[src/rtl/ssc_pkg.sv]
// package: constants, opcodes, tokens and state layout of the system setup command handler
package ssc_pkg;

    // ---------------------------------------------------------------
    // clock and timing
    // ---------------------------------------------------------------
    localparam int SSC_CLK_HZ = 250_000_000;
    localparam logic [27:0] SSC_CYC_PER_SEC = 28'(SSC_CLK_HZ);
    localparam logic [5:0] SSC_SEC_PER_MIN = 6'h3C;
    localparam logic [5:0] SSC_SLEEP_STEP_MIN = 6'h0A;
    localparam logic [5:0] SSC_SLEEP_MAX_MIN = 6'h3C;

    // ---------------------------------------------------------------
    // register offsets (byte addresses)
    // ---------------------------------------------------------------
    localparam logic [7:0] SSC_ADR_CMD = 8'h00;
    localparam logic [7:0] SSC_ADR_RESP = 8'h04;
    localparam logic [7:0] SSC_ADR_STATUS = 8'h08;

    // ---------------------------------------------------------------
    // command word fields
    // ---------------------------------------------------------------
    localparam int SSC_CMD_OP_LSB = 0;
    localparam int SSC_CMD_QUERY_BIT = 4;
    localparam int SSC_CMD_NUM_BIT = 5;
    localparam int SSC_CMD_ARG_LSB = 16;
    localparam logic signed [15:0] SSC_HALF_POS = 16'sh0008;
    localparam logic signed [15:0] SSC_HALF_NEG = -16'sh0008;

    // opcodes
    localparam logic [3:0] SSC_OP_SETUP = 4'h1;
    localparam logic [3:0] SSC_OP_OUTF = 4'h2;
    localparam logic [3:0] SSC_OP_SLEEP = 4'h3;
    localparam logic [3:0] SSC_OP_SLEEP_NOW = 4'h4;
    localparam logic [3:0] SSC_OP_KEYB = 4'h5;
    localparam logic [3:0] SSC_OP_ERRB = 4'h6;
    localparam logic [3:0] SSC_OP_SYNC = 4'h7;
    localparam logic [3:0] SSC_OP_WAVE = 4'h8;

    // character tokens
    localparam logic [7:0] SSC_TOK_LAST = 8'h01;
    localparam logic [7:0] SSC_TOK_FAC = 8'h02;
    localparam logic [7:0] SSC_TOK_OFF = 8'h03;
    localparam logic [7:0] SSC_TOK_ON = 8'h04;

    // response and status / non-volatile image field positions
    localparam int SSC_RESP_VALID_BIT = 8;
    localparam int SSC_RESP_ERR_BIT = 9;
    localparam int SSC_NV_FAC_BIT = 0;
    localparam int SSC_NV_OFF_BIT = 1;
    localparam int SSC_NV_SLEEP_LSB = 2;
    localparam int SSC_NV_KEY_BIT = 8;
    localparam int SSC_NV_ERR_BIT = 9;
    localparam int SSC_NV_SYNC_BIT = 10;
    localparam int SSC_NV_WAVE_BIT = 11;
    localparam int SSC_ST_SLEEP_BIT = 12;
    localparam int SSC_ST_RUN_BIT = 13;

    // factory defaults
    localparam logic [5:0] SSC_DEF_SLEEP = 6'h00;
    localparam logic SSC_DEF_KEYB = 1'b1;
    localparam logic SSC_DEF_ERRB = 1'b1;
    localparam logic SSC_DEF_SYNC = 1'b0;

    typedef enum logic {SSC_BOOT, SSC_RUN} ssc_state_t;

    typedef struct packed {
        ssc_state_t st;
        logic ack;
        logic [31:0] rdat;
        logic setup_fac;
        logic out_off;
        logic [5:0] sleep_min;
        logic key_beep;
        logic err_beep;
        logic sync_en;
        logic wave_on;
        logic asleep;
        logic remote_dflt;
        logic nv_wr;
        logic [15:0] nv_data;
        logic [7:0] resp_val;
        logic resp_valid;
        logic resp_err;
        logic [27:0] cyc_cnt;
        logic [5:0] sec_cnt;
        logic [5:0] min_cnt;
    } ssc_regs_t;

endpackage : ssc_pkg

[src/rtl/ssc_setup_cmd.sv]
// system setup command handler: power-on flags, sleep timer, beep and sync enables
`timescale 1ns/1ns

module ssc_setup_cmd
    import ssc_pkg::*;
#(
    parameter logic [27:0] P_CYC_PER_SEC = SSC_CYC_PER_SEC
) (
    // clock, reset, enable
    input wire logic i_mclk,
    input wire logic i_resetn,
    input wire logic i_ce,
    // wishbone slave
    input wire logic i_wb_cyc,
    input wire logic i_wb_stb,
    input wire logic i_wb_we,
    input wire logic [7:0] i_wb_adr,
    input wire logic [3:0] i_wb_sel,
    input wire logic [31:0] i_wb_dat,
    output logic [31:0] o_wb_dat,
    output logic o_wb_ack,
    // front panel activity
    input wire logic i_key_press,
    // non-volatile settings store
    input wire logic [15:0] i_nv_data,
    output logic o_nv_wr,
    output logic [15:0] o_nv_data,
    // controls to the rest of the instrument
    output logic o_sleep,
    output logic o_wave_out_en,
    output logic o_key_beep_en,
    output logic o_err_beep_en,
    output logic o_sync_out_en,
    output logic o_remote_dflt
);

    // ---------------------------------------------------------------
    // helpers
    // ---------------------------------------------------------------

    // only the seven documented minute values are legal
    function automatic logic sleep_ok(input logic [15:0] v);
        sleep_ok = (v == 16'h0000) || (v == 16'h000A) || (v == 16'h0014) || (v == 16'h001E) ||
                   (v == 16'h0028) || (v == 16'h0032) || (v == 16'h003C);
    endfunction : sleep_ok

    // numeric arg carries 4 fraction bits; ties round away from zero
    function automatic logic rounds_nonzero(input logic [15:0] v);
        rounds_nonzero = !(($signed(v) > SSC_HALF_NEG) && ($signed(v) < SSC_HALF_POS));
    endfunction : rounds_nonzero

    function automatic logic [15:0] nv_image(input ssc_regs_t r);
        logic [15:0] img;
        img = 16'h0000;
        img[SSC_NV_FAC_BIT] = r.setup_fac;
        img[SSC_NV_OFF_BIT] = r.out_off;
        img[SSC_NV_SLEEP_LSB +: 6] = r.sleep_min;
        img[SSC_NV_KEY_BIT] = r.key_beep;
        img[SSC_NV_ERR_BIT] = r.err_beep;
        img[SSC_NV_SYNC_BIT] = r.sync_en;
        img[SSC_NV_WAVE_BIT] = r.wave_on;
        nv_image = img;
    endfunction : nv_image

    // ---------------------------------------------------------------
    // command decode
    // ---------------------------------------------------------------
    ssc_regs_t s_q;
    ssc_regs_t s_d;
    logic bus_req;
    logic cmd_go;
    logic [3:0] cmd_op;
    logic cmd_query;
    logic cmd_num;
    logic [15:0] cmd_arg;
    logic [7:0] cmd_tok;
    logic activity;

    assign bus_req = i_wb_cyc && i_wb_stb && !s_q.ack;
    // partial-lane writes to the command word are ignored so a half word never executes
    assign cmd_go = bus_req && i_wb_we && (i_wb_adr == SSC_ADR_CMD) && (i_wb_sel == 4'hF) &&
                    (s_q.st == SSC_RUN);
    assign cmd_op = i_wb_dat[SSC_CMD_OP_LSB +: 4];
    assign cmd_query = i_wb_dat[SSC_CMD_QUERY_BIT];
    assign cmd_num = i_wb_dat[SSC_CMD_NUM_BIT];
    assign cmd_arg = i_wb_dat[SSC_CMD_ARG_LSB +: 16];
    assign cmd_tok = cmd_arg[7:0];
    assign activity = i_key_press || cmd_go;

    // ---------------------------------------------------------------
    // next state
    // ---------------------------------------------------------------
    always_comb begin
        logic flag_set;
        logic flag_ok;
        flag_set = 1'b0;
        flag_ok = 1'b1;
        s_d = s_q;
        s_d.remote_dflt = 1'b0;
        s_d.nv_wr = 1'b0;
        // on/off style argument shared by beep, sync and wave commands
        if (cmd_num) begin
            flag_set = rounds_nonzero(cmd_arg);
        end else if (cmd_tok == SSC_TOK_ON) begin
            flag_set = 1'b1;
        end else if (cmd_tok != SSC_TOK_OFF) begin
            flag_ok = 1'b0;
        end
        // wishbone: one wait state, ack drops after one cycle
        s_d.ack = bus_req;
        if (bus_req && !i_wb_we) begin
            case (i_wb_adr)
                SSC_ADR_RESP: begin
                    s_d.rdat = {22'h000000, s_q.resp_err, s_q.resp_valid, s_q.resp_val};
                end
                SSC_ADR_STATUS: begin
                    s_d.rdat = {16'h0000, nv_image(s_q)};
                    s_d.rdat[SSC_ST_SLEEP_BIT] = s_q.asleep;
                    s_d.rdat[SSC_ST_RUN_BIT] = (s_q.st == SSC_RUN);
                end
                default: begin
                    s_d.rdat = 32'h00000000;
                end
            endcase
        end
        case (s_q.st)
            SSC_BOOT: begin
                // power-on load from the non-volatile image
                s_d.st = SSC_RUN;
                s_d.setup_fac = i_nv_data[SSC_NV_FAC_BIT];
                s_d.out_off = i_nv_data[SSC_NV_OFF_BIT];
                if (i_nv_data[SSC_NV_FAC_BIT]) begin
                    s_d.sleep_min = SSC_DEF_SLEEP;
                    s_d.key_beep = SSC_DEF_KEYB;
                    s_d.err_beep = SSC_DEF_ERRB;
                    s_d.sync_en = SSC_DEF_SYNC;
                    s_d.wave_on = 1'b0;
                    s_d.remote_dflt = 1'b1;
                end else begin
                    s_d.sleep_min = i_nv_data[SSC_NV_SLEEP_LSB +: 6];
                    // a corrupt image value falls back to the default delay
                    if (!sleep_ok({10'h000, i_nv_data[SSC_NV_SLEEP_LSB +: 6]})) begin
                        s_d.sleep_min = SSC_DEF_SLEEP;
                    end
                    s_d.key_beep = i_nv_data[SSC_NV_KEY_BIT];
                    s_d.err_beep = i_nv_data[SSC_NV_ERR_BIT];
                    s_d.sync_en = i_nv_data[SSC_NV_SYNC_BIT];
                    s_d.wave_on = i_nv_data[SSC_NV_WAVE_BIT] && !i_nv_data[SSC_NV_OFF_BIT];
                end
            end
            SSC_RUN: begin
                if (cmd_go) begin
                    s_d.resp_valid = cmd_query;
                    s_d.resp_err = 1'b0;
                    s_d.resp_val = 8'h00;
                    case (cmd_op)
                        SSC_OP_SETUP: begin
                            if (cmd_query) begin
                                s_d.resp_val = s_q.setup_fac ? SSC_TOK_FAC : SSC_TOK_LAST;
                            end else if (cmd_tok == SSC_TOK_FAC || cmd_tok == SSC_TOK_LAST) begin
                                s_d.setup_fac = (cmd_tok == SSC_TOK_FAC);
                            end else begin
                                s_d.resp_err = 1'b1;
                            end
                        end
                        SSC_OP_OUTF: begin
                            if (cmd_query) begin
                                s_d.resp_val = s_q.out_off ? SSC_TOK_OFF : SSC_TOK_LAST;
                            end else if (cmd_tok == SSC_TOK_OFF || cmd_tok == SSC_TOK_LAST) begin
                                s_d.out_off = (cmd_tok == SSC_TOK_OFF);
                            end else begin
                                s_d.resp_err = 1'b1;
                            end
                        end
                        SSC_OP_SLEEP: begin
                            if (cmd_query) begin
                                s_d.resp_val = {2'b00, s_q.sleep_min};
                            end else if (sleep_ok(cmd_arg)) begin
                                s_d.sleep_min = cmd_arg[5:0];
                            end else begin
                                s_d.resp_err = 1'b1;
                            end
                        end
                        SSC_OP_SLEEP_NOW: begin
                            // no data part and no query form
                            s_d.resp_valid = 1'b0;
                            s_d.resp_err = cmd_query;
                        end
                        SSC_OP_KEYB: begin
                            if (cmd_query) begin
                                s_d.resp_val = {7'h00, s_q.key_beep};
                            end else if (flag_ok) begin
                                s_d.key_beep = flag_set;
                            end else begin
                                s_d.resp_err = 1'b1;
                            end
                        end
                        SSC_OP_ERRB: begin
                            if (cmd_query) begin
                                s_d.resp_val = {7'h00, s_q.err_beep};
                            end else if (flag_ok) begin
                                s_d.err_beep = flag_set;
                            end else begin
                                s_d.resp_err = 1'b1;
                            end
                        end
                        SSC_OP_SYNC: begin
                            if (cmd_query) begin
                                s_d.resp_val = {7'h00, s_q.sync_en};
                            end else if (flag_ok) begin
                                s_d.sync_en = flag_set;
                            end else begin
                                s_d.resp_err = 1'b1;
                            end
                        end
                        SSC_OP_WAVE: begin
                            if (cmd_query) begin
                                s_d.resp_val = {7'h00, s_q.wave_on};
                            end else if (flag_ok) begin
                                s_d.wave_on = flag_set;
                            end else begin
                                s_d.resp_err = 1'b1;
                            end
                        end
                        default: begin
                            s_d.resp_valid = 1'b0;
                            s_d.resp_err = 1'b1;
                        end
                    endcase
                end
                // sleep timer: activity wakes and restarts, zero delay never expires
                if (activity) begin
                    s_d.cyc_cnt = 28'h0000000;
                    s_d.sec_cnt = 6'h00;
                    s_d.min_cnt = 6'h00;
                    s_d.asleep = 1'b0;
                end else if (s_q.sleep_min != 6'h00 && !s_q.asleep) begin
                    s_d.cyc_cnt = s_q.cyc_cnt + 28'h0000001;
                    if (s_q.cyc_cnt == P_CYC_PER_SEC - 28'h0000001) begin
                        s_d.cyc_cnt = 28'h0000000;
                        s_d.sec_cnt = s_q.sec_cnt + 6'h01;
                        if (s_q.sec_cnt == SSC_SEC_PER_MIN - 6'h01) begin
                            s_d.sec_cnt = 6'h00;
                            s_d.min_cnt = s_q.min_cnt + 6'h01;
                            if (s_q.min_cnt + 6'h01 >= s_q.sleep_min) begin
                                s_d.asleep = 1'b1;
                            end
                        end
                    end
                end
                // the sleep command itself counts as activity, so it must win here
                if (cmd_go && !cmd_query && cmd_op == SSC_OP_SLEEP_NOW) begin
                    s_d.asleep = 1'b1;
                end
                // keep the stored image in step with every setting change
                s_d.nv_data = nv_image(s_d);
                s_d.nv_wr = (nv_image(s_d) != nv_image(s_q));
            end
            default: begin
                s_d.st = SSC_BOOT;
            end
        endcase
    end

    // ---------------------------------------------------------------
    // state register
    // ---------------------------------------------------------------
    always_ff @(posedge i_mclk or negedge i_resetn) begin
        if (!i_resetn) begin
            s_q <= '0;
        end else if (i_ce) begin
            s_q <= s_d;
        end
    end

    // outputs straight from the state register
    assign o_wb_ack = s_q.ack;
    assign o_wb_dat = s_q.rdat;
    assign o_nv_wr = s_q.nv_wr;
    assign o_nv_data = s_q.nv_data;
    assign o_sleep = s_q.asleep;
    assign o_wave_out_en = s_q.wave_on;
    assign o_key_beep_en = s_q.key_beep;
    assign o_err_beep_en = s_q.err_beep;
    assign o_sync_out_en = s_q.sync_en;
    assign o_remote_dflt = s_q.remote_dflt;

    logic boot_go;
    assign boot_go = i_ce && (s_q.st == SSC_BOOT);
endmodule : ssc_setup_cmd

[config.mk]
export PLATFORM = sky130hd
export DESIGN_NAME = ssc_setup_cmd
export DESIGN_NICKNAME = d
export VERILOG_FILES = /design/src/rtl/ssc_pkg.sv /design/src/rtl/ssc_setup_cmd.sv
export SDC_FILE = /design/constraint.sdc
export NUM_CORES = 1
export LEC_CHECK = 0
export BUFFER_PORTS_ARGS = -buffer_cell sky130_fd_sc_hd__buf_2
export CORE_UTILIZATION = 56
export CTS_CLUSTER_SIZE = 20
export DETAILED_ROUTE_END_ITERATION = 7
export MAX_ROUTING_LAYER = met4
export PLACE_DENSITY = 0.92
export RECOVER_POWER = 25
export SYNTH_ARGS = -nofsm -noshare
export SYNTH_HDL_FRONTEND = slang
export SYNTH_SLANG_ARGS = --single-unit
[constraint.sdc]
create_clock -name i_mclk -period 2.6 [get_ports i_mclk]
set_input_delay 0 -clock i_mclk [delete_from_list [all_inputs] [get_ports i_mclk]]
set_output_delay 0 -clock i_mclk [all_outputs]
set_load 0.005 [all_outputs]
# ---- Word-level counts from Yosys, hierarchy flattened
# Cells that the tools add are included.
dict set report word_totals {
  in_bits 67
  reg_bits 111
  output_inout_bits 56
}
dict set report classes {
  eq_ne 31
  n_mux 66
  bitwise_logic 1
  n_reduce_logical 53
  magnitude_cmp 3
  addsub 3
}
# cell count
set ops {}
lappend ops {{$mux 40} 3}
lappend ops {{$mux 67} 1}
lappend ops {{$eq 16x6->1 const B} 3}
lappend ops {{$mux 1} 44}
lappend ops {{$pmux 6 s7} 1}
lappend ops {{$mux 12} 3}
lappend ops {{$eq 16x5->1 const B} 2}
lappend ops {{$mux 6} 5}
lappend ops {{$add 28x1->28 const B} 1}
lappend ops {{$eq 28x28->1 const B} 1}
lappend ops {{$pmux 14 s2} 1}
lappend ops {{$eq 6x6->1 const B} 4}
lappend ops {{$pmux 12 s2} 1}
lappend ops {{$mux 10} 2}
lappend ops {{$eq 16x4->1 const B} 1}
lappend ops {{$eq 4x3->1 const B} 4}
lappend ops {{$eq 8x2->1 const B} 2}
lappend ops {{$eq 8x3->1 const B} 2}
lappend ops {{$gt 16x4->1 const B} 1}
lappend ops {{$logic_not 16->1} 1}
lappend ops {{$lt 16x5->1 const B} 1}
lappend ops {{$logic_or 1x1->1} 15}
lappend ops {{$add 6x1->6 const B} 2}
lappend ops {{$eq 6x5->1 const B} 2}
lappend ops {{other kinds (26)} 54}

# ---- Logic depth before layout (Yosys ltp)
dict set report logic_depth {
  word_depth 14
  depth_mapped 10
}

# ---- Worst setup path before layout
# Ideal clock, no wire load.
dict set report synth_path {
  kind {register -> register}
  startpoint {register s_q[12] (netlist bit)}
  endpoint {register s_q[22] (netlist bit)}
  synth_period_minus_slack_ns 2.099
  required_time_ns 2.517
  path_stages_with_launch 9
  slack_ns 0.501
  arrival_ns 2.016
  path_buffers 1
  path_cell_list {dfrtp_1 ha_1 and3_1 nand3_1 nor4_4 or3_1 clkbuf_2 or3_1 o21ai_0}
}
dict set report synth_via {
  elab_chain_len 4
  word_cells_on_any_way 5
  cone_classes {add/sub (1); eq/ne (1); mux (3)}
}
# element line
set synth_rtl {}
lappend synth_rtl {{start: declaration} ssc_setup_cmd.sv:68} ;# ssc_regs_t s_q;
lappend synth_rtl {{start signal: assignment} ssc_setup_cmd.sv:270} ;# s_q <= '0;
lappend synth_rtl {{start signal: assignment} ssc_setup_cmd.sv:272} ;# s_q <= s_d;
lappend synth_rtl {{$add 28x1->28 / $eq 28x28->1 (equally long branches)} {ssc_setup_cmd.sv:238, ssc_setup_cmd.sv:239}}
lappend synth_rtl {{$mux 40 *} ssc_setup_cmd.sv:239} ;# if (s_q.cyc_cnt == P_CYC_PER_SEC - 28'h0000001) begin
lappend synth_rtl {{$mux 40 *} ssc_setup_cmd.sv:237} ;# end else if (s_q.sleep_min != 6'h00 && !s_q.asleep) begin
lappend synth_rtl {{$mux 40 *} ssc_setup_cmd.sv:232} ;# if (activity) begin
# Mark *: on every way between the ends. The rest lies on a longest branch, timed or not. The select of a mux whose other input is x is not followed.
# A chain may end at the register's enable or synchronous reset.

# ---- Worst setup path in the final report
dict set report layout_path {
  startpoint {register s_q[29] (netlist bit)}
  endpoint {register s_q[17] (netlist bit)}
}
dict set report layout_via {
  elab_chain_len 4
}
# element line
set layout_rtl {}
lappend layout_rtl {{$eq 28x28->1} ssc_setup_cmd.sv:239}
lappend layout_rtl {{$mux 40} ssc_setup_cmd.sv:239}
lappend layout_rtl {{$mux 40} ssc_setup_cmd.sv:237}
lappend layout_rtl {{$mux 40} ssc_setup_cmd.sv:232}
# Every way passes these cells. The select of a mux whose other input is x is not followed.

==> summary.txt <==
CP max FO: 11
Yosys top cell area share: 0.374
First-pass DRT Iterations: 5
Die Wd: 106 µm
RSZ-0062 raised after global routing: false
CP required: 2.85 ns
Max cap viols: 0
Core Area: 10400 µm²
Kind of critical path: flop to flop
Via Count: 5872
Seq/Total Area, Yosys: 0.374
Vias per std cell: 6.50
Worst-margin pin slew: 1.23 ns
Setup TNS: 0 ns
Routability cong.: 1.02
Post-CTS Setup Bufs: 0
Setup ws final: 0.201 ns
Final setup viols: 0
Area grow syn2layout: 10.5%
Utilization after layout: 0.646
Number of fill cells: 822
EDFF count, synth: 0
Full die area: 11300 µm²
Num CTS Buffers: 9
Critical path launch point type: flop
Top cells by count, synth: dfrtp_1 (91), nand2_1 (67), nor2_1 (59), buf_4 (51), o21ai_0 (42)
Max clock buf depth: 2
Largest net degree at the start of global routing: 48
Status: finished clean
Leakage: 2.97 nW
Diode count: 0
Count leader, synth: dfrtp_1
Synth cell types: 76
P per Cell Area: 463 nW/µm²
Hold violation count in the final report: 0
Vias in the first global route: 5679
Ys Warns: 0
Share of layout cells above drive strength 1: 0.190
Worst rel slew slack: 0.178
Grt ovf: 0
Max Clk Rate: 417 MHz
Fin crit period: 2.40 ns
Peak VDD IR: 0.310 mV
Synth async-reset ratio: 1.00
Ports: 123
WL per Instance: 18.9 µm
Routed Antenna Nets: 0
Initial antenna violation count: 0
Synth Register Bits: 91
Mean Syn Cell Area: 8.73 µm²
CTS tree: done
Clock transition at the registers of the reported paths: 0.10 ns
Hpwl dp: 12400 µm
Fin nets: 839
Syn Inst Count: 697
1st-iter DRT viols: 655
Post-Place Setup Slack: 0.145 ns
Synth top area cells: dfrtp_1 (37%), buf_4 (6.3%), nand2_1 (4.1%), nor2_1 (3.6%), o21ai_0 (3.5%)
Residual DRC: 0
CTS sink cnt: 91
Final WL: 17100 µm
Clk root buf: clkbuf_8
Global-route wire length before repair: 28100 µm
Initial Util: 0.584
CTS H-tree lvls: 3
Insertion delay to the later sink of the worst-skew pair: 0.37 ns
Buffers on Ports: 86
Top_reg_cell synth: dfrtp_1
Total Routing Usage GR: 0.327
Std-Cell Rows: 37
WP data arrival: 2.65 ns
Design Area, Final: 6730 µm²
Fin crit share: 0.923
Max-slew violations: 0
Area leader, netlist: dfrtp_1
Worst Skew: 0.00799 ns
Class of the worst hold path: input port to flop
Mapped cell area: 6080 µm²
Die Ht: 106 µm
CP Capture Type: flop
DP Area: 6380 µm²
-- critical path, stage by stage, from the launching register on --
cell and delay (ns):
dfrtp_1 0.42, nand2_1 0.12, or4_1 0.54, nor4_4 0.52, or3_1 0.42, or4_1 0.18
nand3_1 0.08
-- layer usage --
metal,up-vias,GRT usage,wire length [µm]
met5,-,-,0
met4,0,0.155,597
met3,70,0.0497,1540
met2,369,0.496,7750
met1,2801,0.431,7170
li1,2632,-,-
-- final timing paths --
path	startpoint	to	slack, ns	cells past startpoint
worst min-delay path	i_nv_data[10]	o_sync_out_en	0.02	3
worst max-delay path	s_q[29]	s_q[17]	0.20	6
worst max register to register	s_q[29]	s_q[17]	0.20	6
worst min register to register	o_nv_data[1]	o_nv_data[1]	0.49	2
min in group asynchronous	i_resetn	o_nv_data[6]	0.42	2
max in group asynchronous	i_resetn	s_q[27]	1.19	3
-- cells in the final DEF (no fill, tap or decap), types with 12 or more instances in the layout --
cell type / instances
nor2_1: 59
and3_1: 12
o21ai_0: 42
buf_4: 21
nand4_1: 24
dlygate4sd3_1: 14
or3_1: 14
nand3_1: 30
conb_1: 22
inv_1: 20
nand2_1: 67
xnor2_1: 16
dfrtp_1: 91
a21oi_1: 29
buf_2: 83
-- final cells by class --
class,instances,area [µm²],share of cell area
sequential,91,2280,0.339
inverter,20,75.1,0.0112
multi-input combinational,520,3270,0.486
clock buffer,10,138,0.0205
tap,136,170,0.0253
timing repair buffer,121,726,0.108
clock inverter,6,71.3,0.0106
-- report_power, final --
part / leakage (nW) / total, mW / internal (mW) / switching, mW
combinational: 1.70 / 0.508 / 0.206 / 0.302
clock: 0.0995 / 1.03 / 0.479 / 0.553
sequential: 1.17 / 1.57 / 1.49 / 0.0831
-- logic make-up (layout without fill, tap and decap cells) --
group,count (synthesis),after routing,synth area share
other,1,22,0.000616
adders and majority gates,9,9,0.0185
DFF,91,91,0.374
and+or+nand+nor,281,281,0.251
xor gates and xnor gates,21,21,0.0302
buffers and inverters,107,157,0.102
AOI/OAI and AO/OA,175,175,0.203
muxes,12,12,0.0202
-- repair_timing --
item / in CTS / in global routing
hold endpoints to repair: 59 / 0
resized for setup: 0 / 1
setup endpoints to repair: 0 / 5
hold buffers: 14 / 0
-- metrics by stage --
step | total power, mW | std cells | hold slack, ns
6_report | 3.11 | 904 | 0.0202
5_1_grt | 3.25 | 904 | 0.0492
4_1_cts | 3.11 | 904 | 0.0248
3_5_place_dp | 2.08 | 874 | 0.0569
3_3_place_gp | 2.05 | 874 | 0.0446
2_1_floorplan | 1.94 | 718 | -0.296
-- registers in the layout (all words and copies together), names as in the netlist --
| signal | flops |
|---|---|
| o_sync_out_en | 1 |
| o_nv_data | 12 |
| s_q | 57 |
| o_wave_out_en | 1 |
| o_wb_dat | 14 |
| o_sleep | 1 |
| o_wb_ack | 1 |
| o_key_beep_en | 1 |
| o_err_beep_en | 1 |
| o_remote_dflt | 1 |
| o_nv_wr | 1 |
Note: power is estimated with default switching activity, not from simulation.
